$ cat src/hw/htxint_defines.svh
// Register offsets, field positions and reset values of the transmitter interrupt unit.
`ifndef HTXINT_DEFINES_SVH
`define HTXINT_DEFINES_SVH
`define HTXINT_OFS_ENABLE 8'h3C
`define HTXINT_OFS_STATUS 8'h3D
`define HTXINT_OFS_SEC_STATUS 8'h3E
`define HTXINT_OFS_SEC_ENABLE 8'h3F
`define HTXINT_RESET_BYTE 8'h00
`define HTXINT_BIT_HOTPLUG 0
`define HTXINT_BIT_RXPRES 1
`define HTXINT_BIT_HPLEVEL 2
`define HTXINT_BIT_AUXSEL 3
`define HTXINT_BIT_AUDIO 4
`define HTXINT_BIT_SECURITY 5
`define HTXINT_BIT_VREADY 6
`define HTXINT_BIT_AUTH 7
`define HTXINT_BIT_LINKSTABLE 0
`define HTXINT_BIT_KSVFIRST 1
`define HTXINT_EN_MASK 8'hFB
`define HTXINT_ST_CLEAR_MASK 8'hF3
`define HTXINT_SEC_MASK 8'h03
`endif

$ cat src/hw/htxint_pkg.sv
// Types shared by the transmitter interrupt unit.
package htxint_pkg;
    typedef logic [7:0] htxint_byte_t;
endpackage

$ cat src/hw/htxint_sync.sv
// Two-flop synchroniser bank for pin-level inputs.
`timescale 1ns/10ps
`default_nettype none
module htxint_sync #(
    parameter int WIDTH = 8
) (
    input wire logic mclk,
    input wire logic rst,
    input wire logic [WIDTH-1:0] asyncIn,
    output logic [WIDTH-1:0] syncOut
);
    logic [WIDTH-1:0] stage1;

    initial begin
        if (WIDTH < 1) begin
            $error("htxint_sync width must be positive");
        end
    end

    // The first stage feeds only the second, to settle metastability.
    always_ff @(posedge mclk or posedge rst) begin
        if (rst) begin
            stage1 <= '0;
            syncOut <= '0;
        end else begin
            stage1 <= asyncIn;
            syncOut <= stage1;
        end
    end
endmodule
`default_nettype wire

$ cat src/hw/htxint_edge.sv
// Change detector: one-cycle pulse per bit whenever a level changes.
`timescale 1ns/10ps
`default_nettype none
module htxint_edge #(
    parameter int WIDTH = 1
) (
    input wire logic mclk,
    input wire logic rst,
    input wire logic [WIDTH-1:0] level,
    output logic [WIDTH-1:0] changed
);
    logic [WIDTH-1:0] prevLevel;
    logic primed;

    initial begin
        if (WIDTH < 1) begin
            $error("htxint_edge width must be positive");
        end
    end

    // Remember last level; the first cycle after reset only primes it.
    always_ff @(posedge mclk or posedge rst) begin
        if (rst) begin
            prevLevel <= '0;
            primed <= 1'b0;
        end else begin
            prevLevel <= level;
            primed <= 1'b1;
        end
    end

    // No pulse before priming, so a level present at reset is not an event.
    assign changed = primed ? (level ^ prevLevel) : '0;
endmodule
`default_nettype wire

$ cat src/hw/htxint_unit.sv
// Interrupt enable and status registers of the transmitter programming interface.
//
// Contract
// Writing 1 to an enable bit enables the source and clears its pending flag.
// Writing 0 to an enable bit disables it and keeps any pending flag.
// Hot-plug events keep raising the interrupt in the low-power state.
// Status flags record events whether or not the source is enabled.
// Writing 1 to a status bit clears it; bits written 0 stay.
// Status bits 3 and 2 are live read-only state; writes do nothing.
// Enables: 7 auth, 6 V ready, 5 security, 4 audio, 3 aux select, 1-0 events.
// Status bits 7..4 pending, 3 presence/aux, 2 hot-plug level, 1..0 pending.
// Hot-plug level follows the sink line; any change flags an event.
// Receiver presence state shown; every change flags an event.
// With enable bit 3 set, status bit 3 shows the aux port pending state.
// Writing 1 to status bit 3 has no effect; aux clears at its own port.
// Aux port interrupt follows its own enables, not the select bit.
// Audio error flagged when the S/PDIF stream event is handled automatically.
// Conditions on the I2S audio path never flag audio errors.
// Any change of the two-bit link status field flags a security event.
// V ready flagged when the availability bit rises after selection.
// Any change of the two-bit authentication field flags an auth event.
// Each register is one whole byte access.
// Link-stable event is secondary status bit 0 with enable bit 0.
// Interrupt output high while any enabled clearable flag is pending.
`timescale 1ns/10ps
`default_nettype none
`include "htxint_defines.svh"
module htxint_unit (
    input wire logic mclk,
    input wire logic rst,
    input wire logic [7:0] regAddr,
    input wire htxint_pkg::htxint_byte_t regWrData,
    input wire logic regWrite,
    input wire logic regRead,
    output htxint_pkg::htxint_byte_t regRdData,
    input wire logic hotPlugDetectLine,
    input wire logic receiverPresence,
    input wire logic auxPortPending,
    input wire logic auxPortIrq,
    input wire logic spdifEventHandled,
    input wire logic i2sSelected,
    input wire logic [1:0] linkStatus,
    input wire logic [1:0] authStatus,
    input wire logic vValueAvailable,
    input wire logic ksvFirstByte,
    input wire logic linkStable,
    input wire logic lowPowerState,
    output logic hostIrq
);
    import htxint_pkg::*;

    ////////////////////////////////////////////////////////////////////////////
    // Pin synchronisation and event detection.

    logic [1:0] pinSync;
    logic hotPlugLevel;
    logic presenceLevel;
    logic [1:0] pinChanged;
    logic [3:0] fieldChanged;
    logic vPrev;
    logic ksvPrev;
    logic stablePrev;
    logic eventVReady;
    logic eventKsv;
    logic eventStable;
    logic eventAudio;

    // The sink line and receiver sense come from pins and must be retimed.
    htxint_sync #(.WIDTH(2)) u_pinSync (
        .mclk(mclk),
        .rst(rst),
        .asyncIn({receiverPresence, hotPlugDetectLine}),
        .syncOut(pinSync)
    );
    assign hotPlugLevel = pinSync[0];
    assign presenceLevel = pinSync[1];

    // Any change of either level is an event.
    htxint_edge #(.WIDTH(2)) u_pinEdge (
        .mclk(mclk),
        .rst(rst),
        .level(pinSync),
        .changed(pinChanged)
    );

    // Status fields of the security engine are on this clock already.
    htxint_edge #(.WIDTH(4)) u_fieldEdge (
        .mclk(mclk),
        .rst(rst),
        .level({authStatus, linkStatus}),
        .changed(fieldChanged)
    );

    // Rising-edge history for availability, first key byte and link stable.
    always_ff @(posedge mclk or posedge rst) begin
        if (rst) begin
            vPrev <= 1'b0;
            ksvPrev <= 1'b0;
            stablePrev <= 1'b0;
        end else begin
            vPrev <= vValueAvailable;
            ksvPrev <= ksvFirstByte;
            stablePrev <= linkStable;
        end
    end
    assign eventVReady = vValueAvailable & ~vPrev;
    assign eventKsv = ksvFirstByte & ~ksvPrev;
    assign eventStable = linkStable & ~stablePrev;
    // Audio errors only from the S/PDIF path; I2S input masks them.
    assign eventAudio = spdifEventHandled & ~i2sSelected;

    ////////////////////////////////////////////////////////////////////////////
    // Register decode.

    logic selEnable;
    logic selStatus;
    logic selSecStatus;
    logic selSecEnable;
    assign selEnable = (regAddr == `HTXINT_OFS_ENABLE);
    assign selStatus = (regAddr == `HTXINT_OFS_STATUS);
    assign selSecStatus = (regAddr == `HTXINT_OFS_SEC_STATUS);
    assign selSecEnable = (regAddr == `HTXINT_OFS_SEC_ENABLE);

    // Every access carries a full byte; there are no partial lanes.
    logic wrEnable;
    logic wrStatus;
    logic wrSecStatus;
    logic wrSecEnable;
    assign wrEnable = regWrite & selEnable;
    assign wrStatus = regWrite & selStatus;
    assign wrSecStatus = regWrite & selSecStatus;
    assign wrSecEnable = regWrite & selSecEnable;

    ////////////////////////////////////////////////////////////////////////////
    // Enable and pending storage.

    htxint_byte_t intEnable;
    htxint_byte_t secEnable;
    htxint_byte_t pending;
    htxint_byte_t secPending;
    htxint_byte_t setMain;
    htxint_byte_t setSec;
    htxint_byte_t clrMain;
    htxint_byte_t clrSec;
    htxint_byte_t next_pending;
    htxint_byte_t next_secPending;

    // Event sets are independent of the enables, so polling works.
    assign setMain = {fieldChanged[3] | fieldChanged[2], eventVReady,
                      fieldChanged[1] | fieldChanged[0], eventAudio,
                      2'b00, pinChanged[1], pinChanged[0]};
    assign setSec = {6'b00_0000, eventKsv, eventStable};

    // Clears from status writes of 1, and from writing 1 to an enable bit.
    assign clrMain = ((wrStatus ? regWrData : 8'h00) |
                      (wrEnable ? regWrData : 8'h00)) & `HTXINT_ST_CLEAR_MASK;
    assign clrSec = ((wrSecStatus ? regWrData : 8'h00) |
                     (wrSecEnable ? regWrData : 8'h00)) & `HTXINT_SEC_MASK;

    // A set in the same cycle as its clear wins, so no event is lost.
    assign next_pending = ((pending & ~clrMain) | setMain) & `HTXINT_ST_CLEAR_MASK;
    assign next_secPending = ((secPending & ~clrSec) | setSec) & `HTXINT_SEC_MASK;

    // Enables store the written byte under their masks (main drops bit 2, secondary keeps 1..0); a 0 leaves pending alone.
    always_ff @(posedge mclk or posedge rst) begin
        if (rst) begin
            intEnable <= `HTXINT_RESET_BYTE;
            secEnable <= `HTXINT_RESET_BYTE;
        end else begin
            if (wrEnable) begin
                intEnable <= regWrData & `HTXINT_EN_MASK;
            end
            if (wrSecEnable) begin
                secEnable <= regWrData & `HTXINT_SEC_MASK;
            end
        end
    end

    // Pending flags.
    always_ff @(posedge mclk or posedge rst) begin
        if (rst) begin
            pending <= `HTXINT_RESET_BYTE;
            secPending <= `HTXINT_RESET_BYTE;
        end else begin
            pending <= next_pending;
            secPending <= next_secPending;
        end
    end

    ////////////////////////////////////////////////////////////////////////////
    // Read path and interrupt.

    htxint_byte_t statusView;
    htxint_byte_t next_regRdData;
    logic bit3View;

    // Bit 3 is a view: aux pending when selected, else receiver presence.
    assign bit3View = intEnable[`HTXINT_BIT_AUXSEL] ? auxPortPending : presenceLevel;
    assign statusView = {pending[7:4], bit3View, hotPlugLevel, pending[1:0]};

    // Unmapped offsets read as zero.
    assign next_regRdData = selEnable ? intEnable :
                            selStatus ? statusView :
                            selSecStatus ? secPending :
                            selSecEnable ? secEnable : 8'h00;

    // Read data is registered when the read is taken.
    always_ff @(posedge mclk or posedge rst) begin
        if (rst) begin
            regRdData <= `HTXINT_RESET_BYTE;
        end else if (regRead) begin
            regRdData <= next_regRdData;
        end
    end

    // The aux port raises its own interrupt regardless of the select bit.
    // Low-power state has no gating here, so hot-plug still interrupts.
    assign hostIrq = (|(pending & intEnable & `HTXINT_ST_CLEAR_MASK)) |
                     (|(secPending & secEnable)) | auxPortIrq;

    ////////////////////////////////////////////////////////////////////////////
    // Checks.

    property p_enable_clears;
        @(posedge mclk) disable iff (rst)
        (wrEnable && regWrData[0] && !setMain[0]) |=> !pending[0];
    endproperty
    a_enable_clears: assert property (p_enable_clears) else $error("enable write left pending");

    property p_zero_keeps;
        @(posedge mclk) disable iff (rst)
        (wrEnable && !regWrData[5] && !wrStatus && pending[5]) |=> pending[5];
    endproperty
    a_zero_keeps: assert property (p_zero_keeps) else $error("disable cleared pending");

    property p_lowpower_irq;
        @(posedge mclk) disable iff (rst)
        (lowPowerState && pending[0] && intEnable[0]) |-> hostIrq;
    endproperty
    a_lowpower_irq: assert property (p_lowpower_irq) else $error("hot-plug irq lost");

    property p_poll_disabled;
        @(posedge mclk) disable iff (rst)
        (pinChanged[0] && !intEnable[0]) |=> pending[0];
    endproperty
    a_poll_disabled: assert property (p_poll_disabled) else $error("disabled event not recorded");

    property p_clear_selective;
        @(posedge mclk) disable iff (rst)
        wrStatus |=> (($past(pending) & ~$past(regWrData) & ~pending) == 8'h00);
    endproperty
    a_clear_selective: assert property (p_clear_selective) else $error("unwritten bit cleared");

    property p_live_bits;
        @(posedge mclk) disable iff (rst)
        wrStatus |=> (pending[3:2] == 2'h0) && (statusView[2] == hotPlugLevel);
    endproperty
    a_live_bits: assert property (p_live_bits) else $error("bit 2 not live level");

    property p_aux_view;
        @(posedge mclk) disable iff (rst)
        intEnable[3] |-> statusView[3] == auxPortPending;
    endproperty
    a_aux_view: assert property (p_aux_view) else $error("aux view wrong");

    property p_security_change;
        @(posedge mclk) disable iff (rst)
        ($changed(linkStatus) && !$past(rst) && !wrStatus && !wrEnable) |=> pending[5];
    endproperty
    a_security_change: assert property (p_security_change) else $error("link change missed");

    property p_i2s_quiet;
        @(posedge mclk) disable iff (rst)
        (i2sSelected && !pending[4]) |=> !pending[4];
    endproperty
    a_i2s_quiet: assert property (p_i2s_quiet) else $error("I2S flagged audio error");

    property p_irq_idle;
        @(posedge mclk) disable iff (rst)
        (!auxPortIrq && (pending & intEnable) == 8'h00 && (secPending & secEnable) == 8'h00)
            |-> !hostIrq;
    endproperty
    a_irq_idle: assert property (p_irq_idle) else $error("spurious irq");

    // The first edge after reset only primes the detectors, hence the reset guard.
    property p_presence_event;
        @(posedge mclk) disable iff (rst)
        ($changed(presenceLevel) && !$past(rst)) |=> pending[1];
    endproperty
    a_presence_event: assert property (p_presence_event) else $error("presence change missed");

    property p_aux_irq;
        @(posedge mclk) disable iff (rst)
        auxPortIrq |-> hostIrq;
    endproperty
    a_aux_irq: assert property (p_aux_irq) else $error("aux irq blocked");

    property p_vready;
        @(posedge mclk) disable iff (rst)
        ($rose(vValueAvailable) && !$past(rst)) |=> pending[6];
    endproperty
    a_vready: assert property (p_vready) else $error("V ready missed");

    property p_auth_change;
        @(posedge mclk) disable iff (rst)
        ($changed(authStatus) && !$past(rst)) |=> pending[7];
    endproperty
    a_auth_change: assert property (p_auth_change) else $error("auth change missed");
endmodule
`default_nettype wire

$ cat config.mk
export PLATFORM = sky130hd
export DESIGN_NAME = htxint_unit
export DESIGN_NICKNAME = d
export VERILOG_FILES = /design/src/hw/htxint_pkg.sv /design/src/hw/htxint_sync.sv /design/src/hw/htxint_edge.sv /design/src/hw/htxint_unit.sv
export VERILOG_INCLUDE_DIRS = /design/src /design/src/hw
export SDC_FILE = /design/constraint.sdc
export NUM_CORES = 1
export LEC_CHECK = 0
export ABC_CLOCK_PERIOD_IN_PS = 1600
export BUFFER_PORTS_ARGS = -buffer_cell sky130_fd_sc_hd__buf_4
export CAP_MARGIN = 5
export CORE_MARGIN = 2
export CORE_UTILIZATION = 25
export DETAILED_ROUTE_END_ITERATION = 6
export GPL_ROUTABILITY_DRIVEN = 0
export PLACE_DENSITY = 0.44
export SYNTH_ARGS = -nofsm -noshare
export SYNTH_HDL_FRONTEND = slang
export SYNTH_SLANG_ARGS = --single-unit
$ cat constraint.sdc
create_clock -name mclk -period 1.6 [get_ports mclk]
set_input_delay 0.32 -clock mclk [delete_from_list [all_inputs] [get_ports mclk]]
set_output_delay 0.32 -clock mclk [all_outputs]
set_load 0.05 [all_outputs]
Word-level counts from Yosys, hierarchy flattened
Index checks and enable logic that the tools add are counted.

Word-level logic and storage cells: 58. Output and inout bits: 9. Bits of input ports: 34. Register bits after elaboration: 39.

Mux-type cells: 11. Bitwise gates (word level): 28. Reductions and logical operators: 2. Equal/unequal tests: 4.

Operators with widths (count): $eq A8 B6 Y1 const B (4); $mux W8 (4); $and A8 B8 Y8 (2); $or A8 B8 Y8 (2); $mux W2 (5); $and A1 B1 Y1 (8); $not A8 Y8 (1); $reduce_or A8 Y1 (1); $reduce_or A6 Y1 (1); $and A2 B2 Y2 (2); $mux W4 (1); $not A1 Y1 (4); $or A1 B1 Y1 (4); $or A2 B2 Y2 (2); $xor A4 B4 Y4 (1); $not A2 Y2 (1); $xor A2 B2 Y2 (1); $mux W1 (1).

Logic depth before layout (Yosys ltp)
Gate-level depths: netlist of run 1.

Depth after elaboration: 7. Depth in mapped cells: 4. Gate-level depth less buffers: 3.

Hierarchy
Synthesis of run 1 repeated with hierarchy kept, for this count alone.

Cell total of the unflattened synthesis: 139. Area, all modules: 1735.4 um2.

Modules (own cells, without submodules): htxint_unit (cells an instance 110, instances 1, seq. area each 700.7 um2, area an instance 1326.3 um2); htxint_edge at u_fieldEdge (cells an instance 15, instances 1, seq. area each 125.1 um2, area an instance 192.7 um2); htxint_edge at u_pinEdge (cells an instance 9, instances 1, seq. area each 75.1 um2, area an instance 112.6 um2); htxint_sync (cells an instance 5, instances 1, seq. area each 100.1 um2, area an instance 103.8 um2).

Worst setup path after synthesis of run 1
OpenSTA, ideal clock, no wires.

Kind: register to output. Start: reg intEnable[1]. End: out hostIrq. Buffers on the path: 0. Cell stages (with the launch flop): 4. Required time: 1.280 ns. Arrival: 1.209 ns. Path slack: 0.071 ns. Path through: dfrtp_1 -> a22o_1 -> a221oi_1 -> nand3_1.

Cells in the longest elaborated chain, start to end: 4.

Ends and longest elaborated chain: start: declaration (line htxint_unit.sv:137) `htxint_byte_t intEnable;`; start signal: assignment (line htxint_unit.sv:167) `` intEnable <= `HTXINT_RESET_BYTE; ``; start signal: assignment (line htxint_unit.sv:171) `` intEnable <= regWrData & `HTXINT_EN_MASK; ``; $and A8 B8 Y8 (line htxint_unit.sv:218) `` assign hostIrq = (|(pending & intEnable & `HTXINT_ST_CLEAR_MASK)) | ``; $reduce_or A6 Y1 (line htxint_unit.sv:218); $or A1 B1 Y1 (2 in series) (line htxint_unit.sv:218); end: declaration (line htxint_unit.sv:48) `output logic hostIrq`.

No other way between the ends.

Worst setup path in the final report of run 1
Start: reg pending[5]. End: out hostIrq.

Cells in the longest elaborated chain, start to end: 4.

Ends and longest elaborated chain: start: declaration (line htxint_unit.sv:139) `htxint_byte_t pending;`; start signal: assignment (line htxint_unit.sv:182) `` pending <= `HTXINT_RESET_BYTE; ``; start signal: assignment (line htxint_unit.sv:185) `pending <= next_pending;`; $and A8 B8 Y8 (line htxint_unit.sv:218); $reduce_or A6 Y1 (line htxint_unit.sv:218); $or A1 B1 Y1 (2 in series) (line htxint_unit.sv:218).

No other way between the ends.

==> results_dict.tcl, run 1 <==
set metrics [dict create \
    placedCellCount 245 \
    r2r.worst_path.cells 3 \
    pre_cts_ws_ns 0.0196 \
    avgSynthCellArea_um2 12.8 \
    num_antenna_cells 0 \
    rsz0062_at_grt "yes" \
    yosysMostFrequentCell "dfrtp_1" \
    nets 212 \
    die_w_um 84.8 \
    hold_class "in2reg" \
    drv_slew 0 \
    grt_pass1_wl_mm 6.08 \
    synth_compound_area_share_pct 9.66 \
    grt_use_total_pct 10.9 \
    max_cap_viol_count 0 \
    status "finished, violations left" \
    synth_cells 127 \
    fp-row-count 29 \
    r2r_setup_slack_ns 0.39 \
    reg2reg_to "regRdData[0]$_DFFE_PP0P_" \
    critPathArrivalTime_ns 1.44 \
    start_util_pct 25.8 \
    fmax_mhz 569 \
    startpoint "pending[5]$_DFF_PP0_" \
    synth-xor-area-share_pct 3.22 \
    ir_drop_mv 0.444 \
    ys_ff_latch 39 \
    wire_per_inst_um 13.6 \
    fp.coreArea_um2 6310 \
    setup_tns_ns -0.158 \
    place_hpwl_mm 2.60 \
    synth_mux_area_share_pct 12.2 \
    cts_root_buf "clkbuf_8" \
    grt_pass1_vias 1252 \
    skew_ns 0.00671 \
    synth_simple_gate_area_share_pct 10.2 \
    die-area_um2 7190 \
    cts_buffers 5 \
    synth_top_area_share_pct 59.8 \
    overflow 0 \
    fin_cells 256 \
    numPortBuffers 40 \
    antenna_left 0 \
    worstSetupEndpoint "hostIrq" \
    clock_latency_ns 0.29 \
    path_class "reg2out" \
    drcViolationCount 0 \
    placed_area_um2 2060 \
    yosysSeqAreaShare_pct 59.8 \
    synth_edf_count 0 \
    layout_min_cycle_time_ns 1.76 \
    endpoint_kind "primary output" \
    die_y_um 84.8 \
    ys_top_cells_by_count "dfrtp_1, inv_1, mux2_2, a22o_1, nand3_1" \
    setup_violations 1 \
    antenna_found_initial 0 \
    post-route-util_pct 35.2 \
    synthTopCellsByArea "dfrtp_1, mux2_2, a22o_1, mux4_1, inv_1" \
    drt_iter0_drc 27 \
    postCtsHoldBufs 0 \
    slowest_stage "a222oi_1" \
    stdcell_area_um2 2220 \
    fillers 648 \
    failed_checks "negative setup slack" \
    io_pins 43 \
    ys_warn_count 0 \
    synth_top_area_cell "dfrtp_1" \
    crit_fanout 2 \
    grt_max_degree 40 \
    crit_chain "a222oi_1 -> nand3_1 -> buf_6" \
    cts.htree.levels 2 \
    cts_tree "built" \
    synthDistinctLibCells 26 \
    area.growth.synth_to_final_pct 36.3 \
    synth_top_family_by_area "multiplexers" \
    finalWirelength_mm 3.47 \
    num_vias 1174 \
    slowest_delay_ns 0.41 \
    clk_pin_slew_ns 0.08 \
    netlist_area_um2 1630 \
    finalHoldViolations 0 \
    clk_path_buf_depth 2 \
    vias_per_cell 4.59 \
    worstReg2RegStart "pending[0]$_DFF_PP0_" \
    syn-num-nets 161 \
    async_reset_ff_share_pct 100 \
    cts.sinks 39 \
    worst_setup_path_start_kind "flip-flop" \
    leakagePower_nw 1.03 \
    drtPass1Iterations 4 \
    post-route-period-util_pct 110 \
    synth_flop_cell "dfrtp_1" \
    synthAdderAreaFrac_pct 0 \
    final_critical_path_setup_slack_ns -0.158 \
    critPathRequiredTime_ns 1.28 \
    drive_gt1_share_pct 40.2 \
    pwr_density_cell_nw_per_um2 995 \
]
==> cell families (layout without fill, tap and decap cells) <==
logic type,Yosys count,count (layout)
AOI/OAI and AO/OA,21,21
xor gates and xnor gates,6,6
buffers and inverters,18,70
DFF,39,39
muxes,15,15
other,1,1
and+or+nand+nor,27,27
==> what timing repair did <==
item | in CTS | in global routing
pin swaps | 2 | 2
endpoints found under the setup margin | 1 | 1
resized for setup | 2 | 0
setup buffers | 3 | 0
==> state kept, by name (all words and copies together) (netlist names) <==
signal and cells:
intEnable 7, u_pinSync.stage1 2, secPending 2, secEnable 2, regRdData 8, stablePrev 1, vPrev 1, u_fieldEdge.primed 1
u_pinEdge.prevLevel 2, pending 6, u_fieldEdge.prevLevel 4, ksvPrev 1, u_pinSync.syncOut 2
==> worst min-delay path by stage <==
| stage | startpoint | to | slack (ns) | cells after the start |
|---|---|---|---|---|
| detailed placement | u_pinSync.stage1[1]$_DFF_PP0_ | u_pinSync.syncOut[1]$_DFF_PP0_ | 0.34 | 0 |
| global placement | u_pinSync.stage1[0]$_DFF_PP0_ | u_pinSync.syncOut[0]$_DFF_PP0_ | 0.33 | 0 |
| global route | receiverPresence | u_pinSync.stage1[1]$_DFF_PP0_ | 0.11 | 1 |
| finish | receiverPresence | u_pinSync.stage1[1]$_DFF_PP0_ | 0.14 | 1 |
| CTS | receiverPresence | u_pinSync.stage1[1]$_DFF_PP0_ | 0.12 | 1 |
| floorplan | u_pinSync.stage1[0]$_DFF_PP0_ | u_pinSync.syncOut[0]$_DFF_PP0_ | 0.33 | 0 |
==> layout make-up <==
type                    count  area [µm²]  share of cell area [%]
flip-flops and latches     39         976                    43.9
multi-input cells          70         586                    26.3
repair buffers             49         384                    17.3
well taps                  77        96.3                    4.33
clock buffers               6        72.6                    3.26
clock inverters             2        60.1                    2.70
inverters                  13        48.8                    2.19
==> layout by cell type, fill, tap and decap left out, types with 2 or more instances in the layout <==
| cell type | n |
|---|---|
| nand2_1 | 6 |
| xnor2_1 | 4 |
| nand4_1 | 5 |
| a22o_1 | 9 |
| xor2_1 | 2 |
| bufinv_16 | 2 |
| o22ai_1 | 6 |
| buf_4 | 47 |
| mux4_1 | 2 |
| o21ai_0 | 2 |
| dfrtp_1 | 39 |
| clkbuf_8 | 5 |
| nand3_1 | 9 |
| mux2_2 | 13 |
| nand3b_1 | 2 |
| inv_1 | 13 |
==> worst max-delay path: cells and delay by family, from the launching register on <==
family	cells	cell delay (ns)
simple gates	1	0.17
flops	1	0.39
buf+inv	1	0.18
compound gates	1	0.41
==> power by group <==
part	switching, W	total [W]	internal [W]
logic	0.000105	0.000224	0.000119
clock network	0.000330	0.000954	0.000623
registers	0.0000181	0.00103	0.00102
==> layer usage <==
layer	vias up	global-route usage, %	part of all wire (%)
li1	559	-	-
met1	582	14.0	44
met2	27	17.3	50
met3	6	3.44	4.9
met4	0	3.90	1.2
met5	-	0	0
==> per-stage QoR <==
step	total power, W	hold slack [ns]
floorplan	0.00116	0.331
finish	0.00221	0.138
global placement	0.00127	0.332
global route	0.00233	0.113
detailed placement	0.00127	0.342
CTS	0.00225	0.122
(Power assumes the default switching activity.)
==> inputs of run 2 (changes only) <==
--- a/config.mk
+++ b/config.mk
@@ -13,6 +13,8 @@
 export CORE_UTILIZATION = 25
 export DETAILED_ROUTE_END_ITERATION = 6
 export GPL_ROUTABILITY_DRIVEN = 0
+export GPL_TIMING_DRIVEN = 0
+export HOLD_SLACK_MARGIN = 0.1
 export PLACE_DENSITY = 0.44
 export SYNTH_ARGS = -nofsm -noshare
 export SYNTH_HDL_FRONTEND = slang
==> run 2 against run 1 <==
Compared with the run above:
- the run still ends with negative setup slack left
- final area is 4.2% lower
- via count fell by 1.6%
- non-clock buffer count fell by 3
- critical path type unchanged
- global-route usage decreased by 0.085 points
- clock skew fell by 0.0025 ns
- sequential share of layout area grew 1.9 points
- first-iteration DRC count is 93% higher
- critical endpoint unchanged
- clock power down 34%
- count of clock-buffer cells in the layout unchanged
==> results_dict.tcl, run 2 (synthesis results as in run 1) <==
set metrics [dict create \
    cts.sinks 39 \
    die_w_um 84.8 \
    critPathArrivalTime_ns 1.43 \
    cts_tree "built" \
    post-route-period-util_pct 109 \
    cts.htree.levels 2 \
    reg_top3 "regRdData: 8 flops, intEnable: 7 flops, pending: 6 flops" \
    antenna_found_initial 0 \
    crit_fanout 2 \
    clk_path_buf_depth 2 \
    drt_iter0_drc 52 \
    final_critical_path_setup_slack_ns -0.152 \
    slowest_stage "a222oi_1" \
    slowest_delay_ns 0.43 \
    status "finished, violations left" \
    grt_use_total_pct 10.8 \
    pwr_density_cell_nw_per_um2 885 \
    final_cell_mix "buf_4, dfrtp_1, mux2_2, inv_1" \
    wire_per_inst_um 14.4 \
    fp-row-count 29 \
    setup_violations 1 \
    fillers 673 \
    vias_per_cell 4.57 \
    io_pins 43 \
    hold_class "in2reg" \
    top_register "regRdData" \
    largest_reg_flops 8 \
    ir_drop_mv 0.445 \
    grt_pass1_wl_mm 6.18 \
    fin_cells 253 \
    die_y_um 84.8 \
    fmax_mhz 571 \
    critPathRequiredTime_ns 1.28 \
    start_util_pct 25.8 \
    crit_chain "a222oi_1 -> nand3_1 -> buf_6" \
    place_hpwl_mm 2.69 \
    num_vias 1155 \
    finalHoldViolations 0 \
    die-area_um2 7190 \
    finalWirelength_mm 3.63 \
    numPortBuffers 39 \
    stdcell_area_um2 2130 \
    antenna_left 0 \
    final_common_cell "buf_4" \
    endpoint_kind "primary output" \
    area.growth.synth_to_final_pct 30.6 \
    layout_min_cycle_time_ns 1.75 \
    setup_tns_ns -0.152 \
    drv_slew 0 \
    grt_pass1_vias 1252 \
    num_antenna_cells 0 \
    worst_setup_path_start_kind "flip-flop" \
    leakagePower_nw 0.978 \
    drcViolationCount 0 \
    placed_area_um2 2020 \
    nets 209 \
    clk_pin_slew_ns 0.07 \
    path_class "reg2out" \
    placedCellCount 243 \
    skew_ns 0.00417 \
    max_cap_viol_count 0 \
    rsz0062_at_grt "yes" \
    clock_latency_ns 0.28 \
    cts_root_buf "clkbuf_8" \
    maxSlewHeadroom_pct 46.0 \
    cts_buffers 5 \
    drive_gt1_share_pct 38.1 \
    failed_checks "negative setup slack" \
    grt_max_degree 40 \
    tightest_slew_ns 0.809 \
    fp.coreArea_um2 6310 \
    drtPass1Iterations 4 \
    overflow 0 \
]
run 2: cell types whose count changed in the layout (fill, tap and decap cells not counted):
| cell | previous run | this run |
|---|---|---|
| clkinvlp_4 | 0 | 1 |
| buf_4 | 47 | 40 |
| buf_2 | 0 | 1 |
| inv_1 | 13 | 12 |
| buf_6 | 1 | 2 |
| clkinv_2 | 0 | 1 |
| bufinv_16 | 2 | 0 |
| clkbuf_1 | 1 | 4 |
| buf_12 | 1 | 0 |
| inv_2 | 0 | 1 |
run 2: path summary, 6_finish.rpt:
kind / startpoint / end / slack, ns / depth (start not counted)
setup / recovery: pending[5]$_DFF_PP0_ / hostIrq / -0.15 / 3
hold / removal: hotPlugDetectLine / u_pinSync.stage1[0]$_DFF_PP0_ / 0.14 / 1
setup reg to reg: secPending[1]$_DFF_PP0_ / regRdData[1]$_DFFE_PP0P_ / 0.38 / 3
hold reg to reg: u_pinSync.stage1[1]$_DFF_PP0_ / u_pinSync.syncOut[1]$_DFF_PP0_ / 0.35 / 0
max in group asynchronous: rst / regRdData[6]$_DFFE_PP0P_ / 0.88 / 2
min in group asynchronous: rst / u_pinSync.stage1[0]$_DFF_PP0_ / 0.19 / 2
run 2: power by group:
part	switching (W)	total (W)	leakage (nW)	internal, W
combinational	0.000105	0.000216	0.468	0.000111
sequential	0.0000188	0.00103	0.469	0.00102
clock	0.000330	0.000634	0.0412	0.000304
run 2: worst max-delay path: cells and delay by family (launching register included):
kind	cells	cell delay [ns]
and+or+nand+nor	1	0.16
AOI/OAI and AO/OA	1	0.43
DFF	1	0.38
buffers and inverters	1	0.18
run 2: timing repair:
| item | in CTS | in global routing |
|---|---|---|
| hold buffers | 0 | 0 |
| buffers inserted | 2 | 0 |
| cloned | 0 | 0 |
| gates resized for setup | 2 | 0 |
| setup endpoints to repair | 1 | 3 |
| pin swaps | 2 | 3 |
run 2: cell type report:
cell class	instances	area (µm²)	share of cell area (%)
clock inverter	2	12.5	0.587
buffer	5	27.5	1.29
tap	77	96.3	4.52
sequential	39	976	45.8
clock buffer	6	72.6	3.41
inverter	13	48.8	2.29
timing repair buffer	41	312	14.6
multi-input combinational	70	586	27.5
run 2: per-layer routing:
metal,track usage [%],share of wire (%)
met5,0,0
met4,2.16,0.80
met3,3.24,4.8
met2,17.8,49
met1,14.2,45
run 2: metrics by stage:
step                utilization (%)  hold slack [ns]  total power (W)  setup WS [ns]
floorplan                         -            0.331          0.00116         0.0711
global placement               32.0            0.332          0.00126         -0.240
detailed placement             32.0            0.339          0.00127         -0.256
CTS                            33.7            0.127          0.00192         -0.174
global route                   33.7            0.116          0.00199         -0.238
finish                         33.7            0.138          0.00189         -0.152
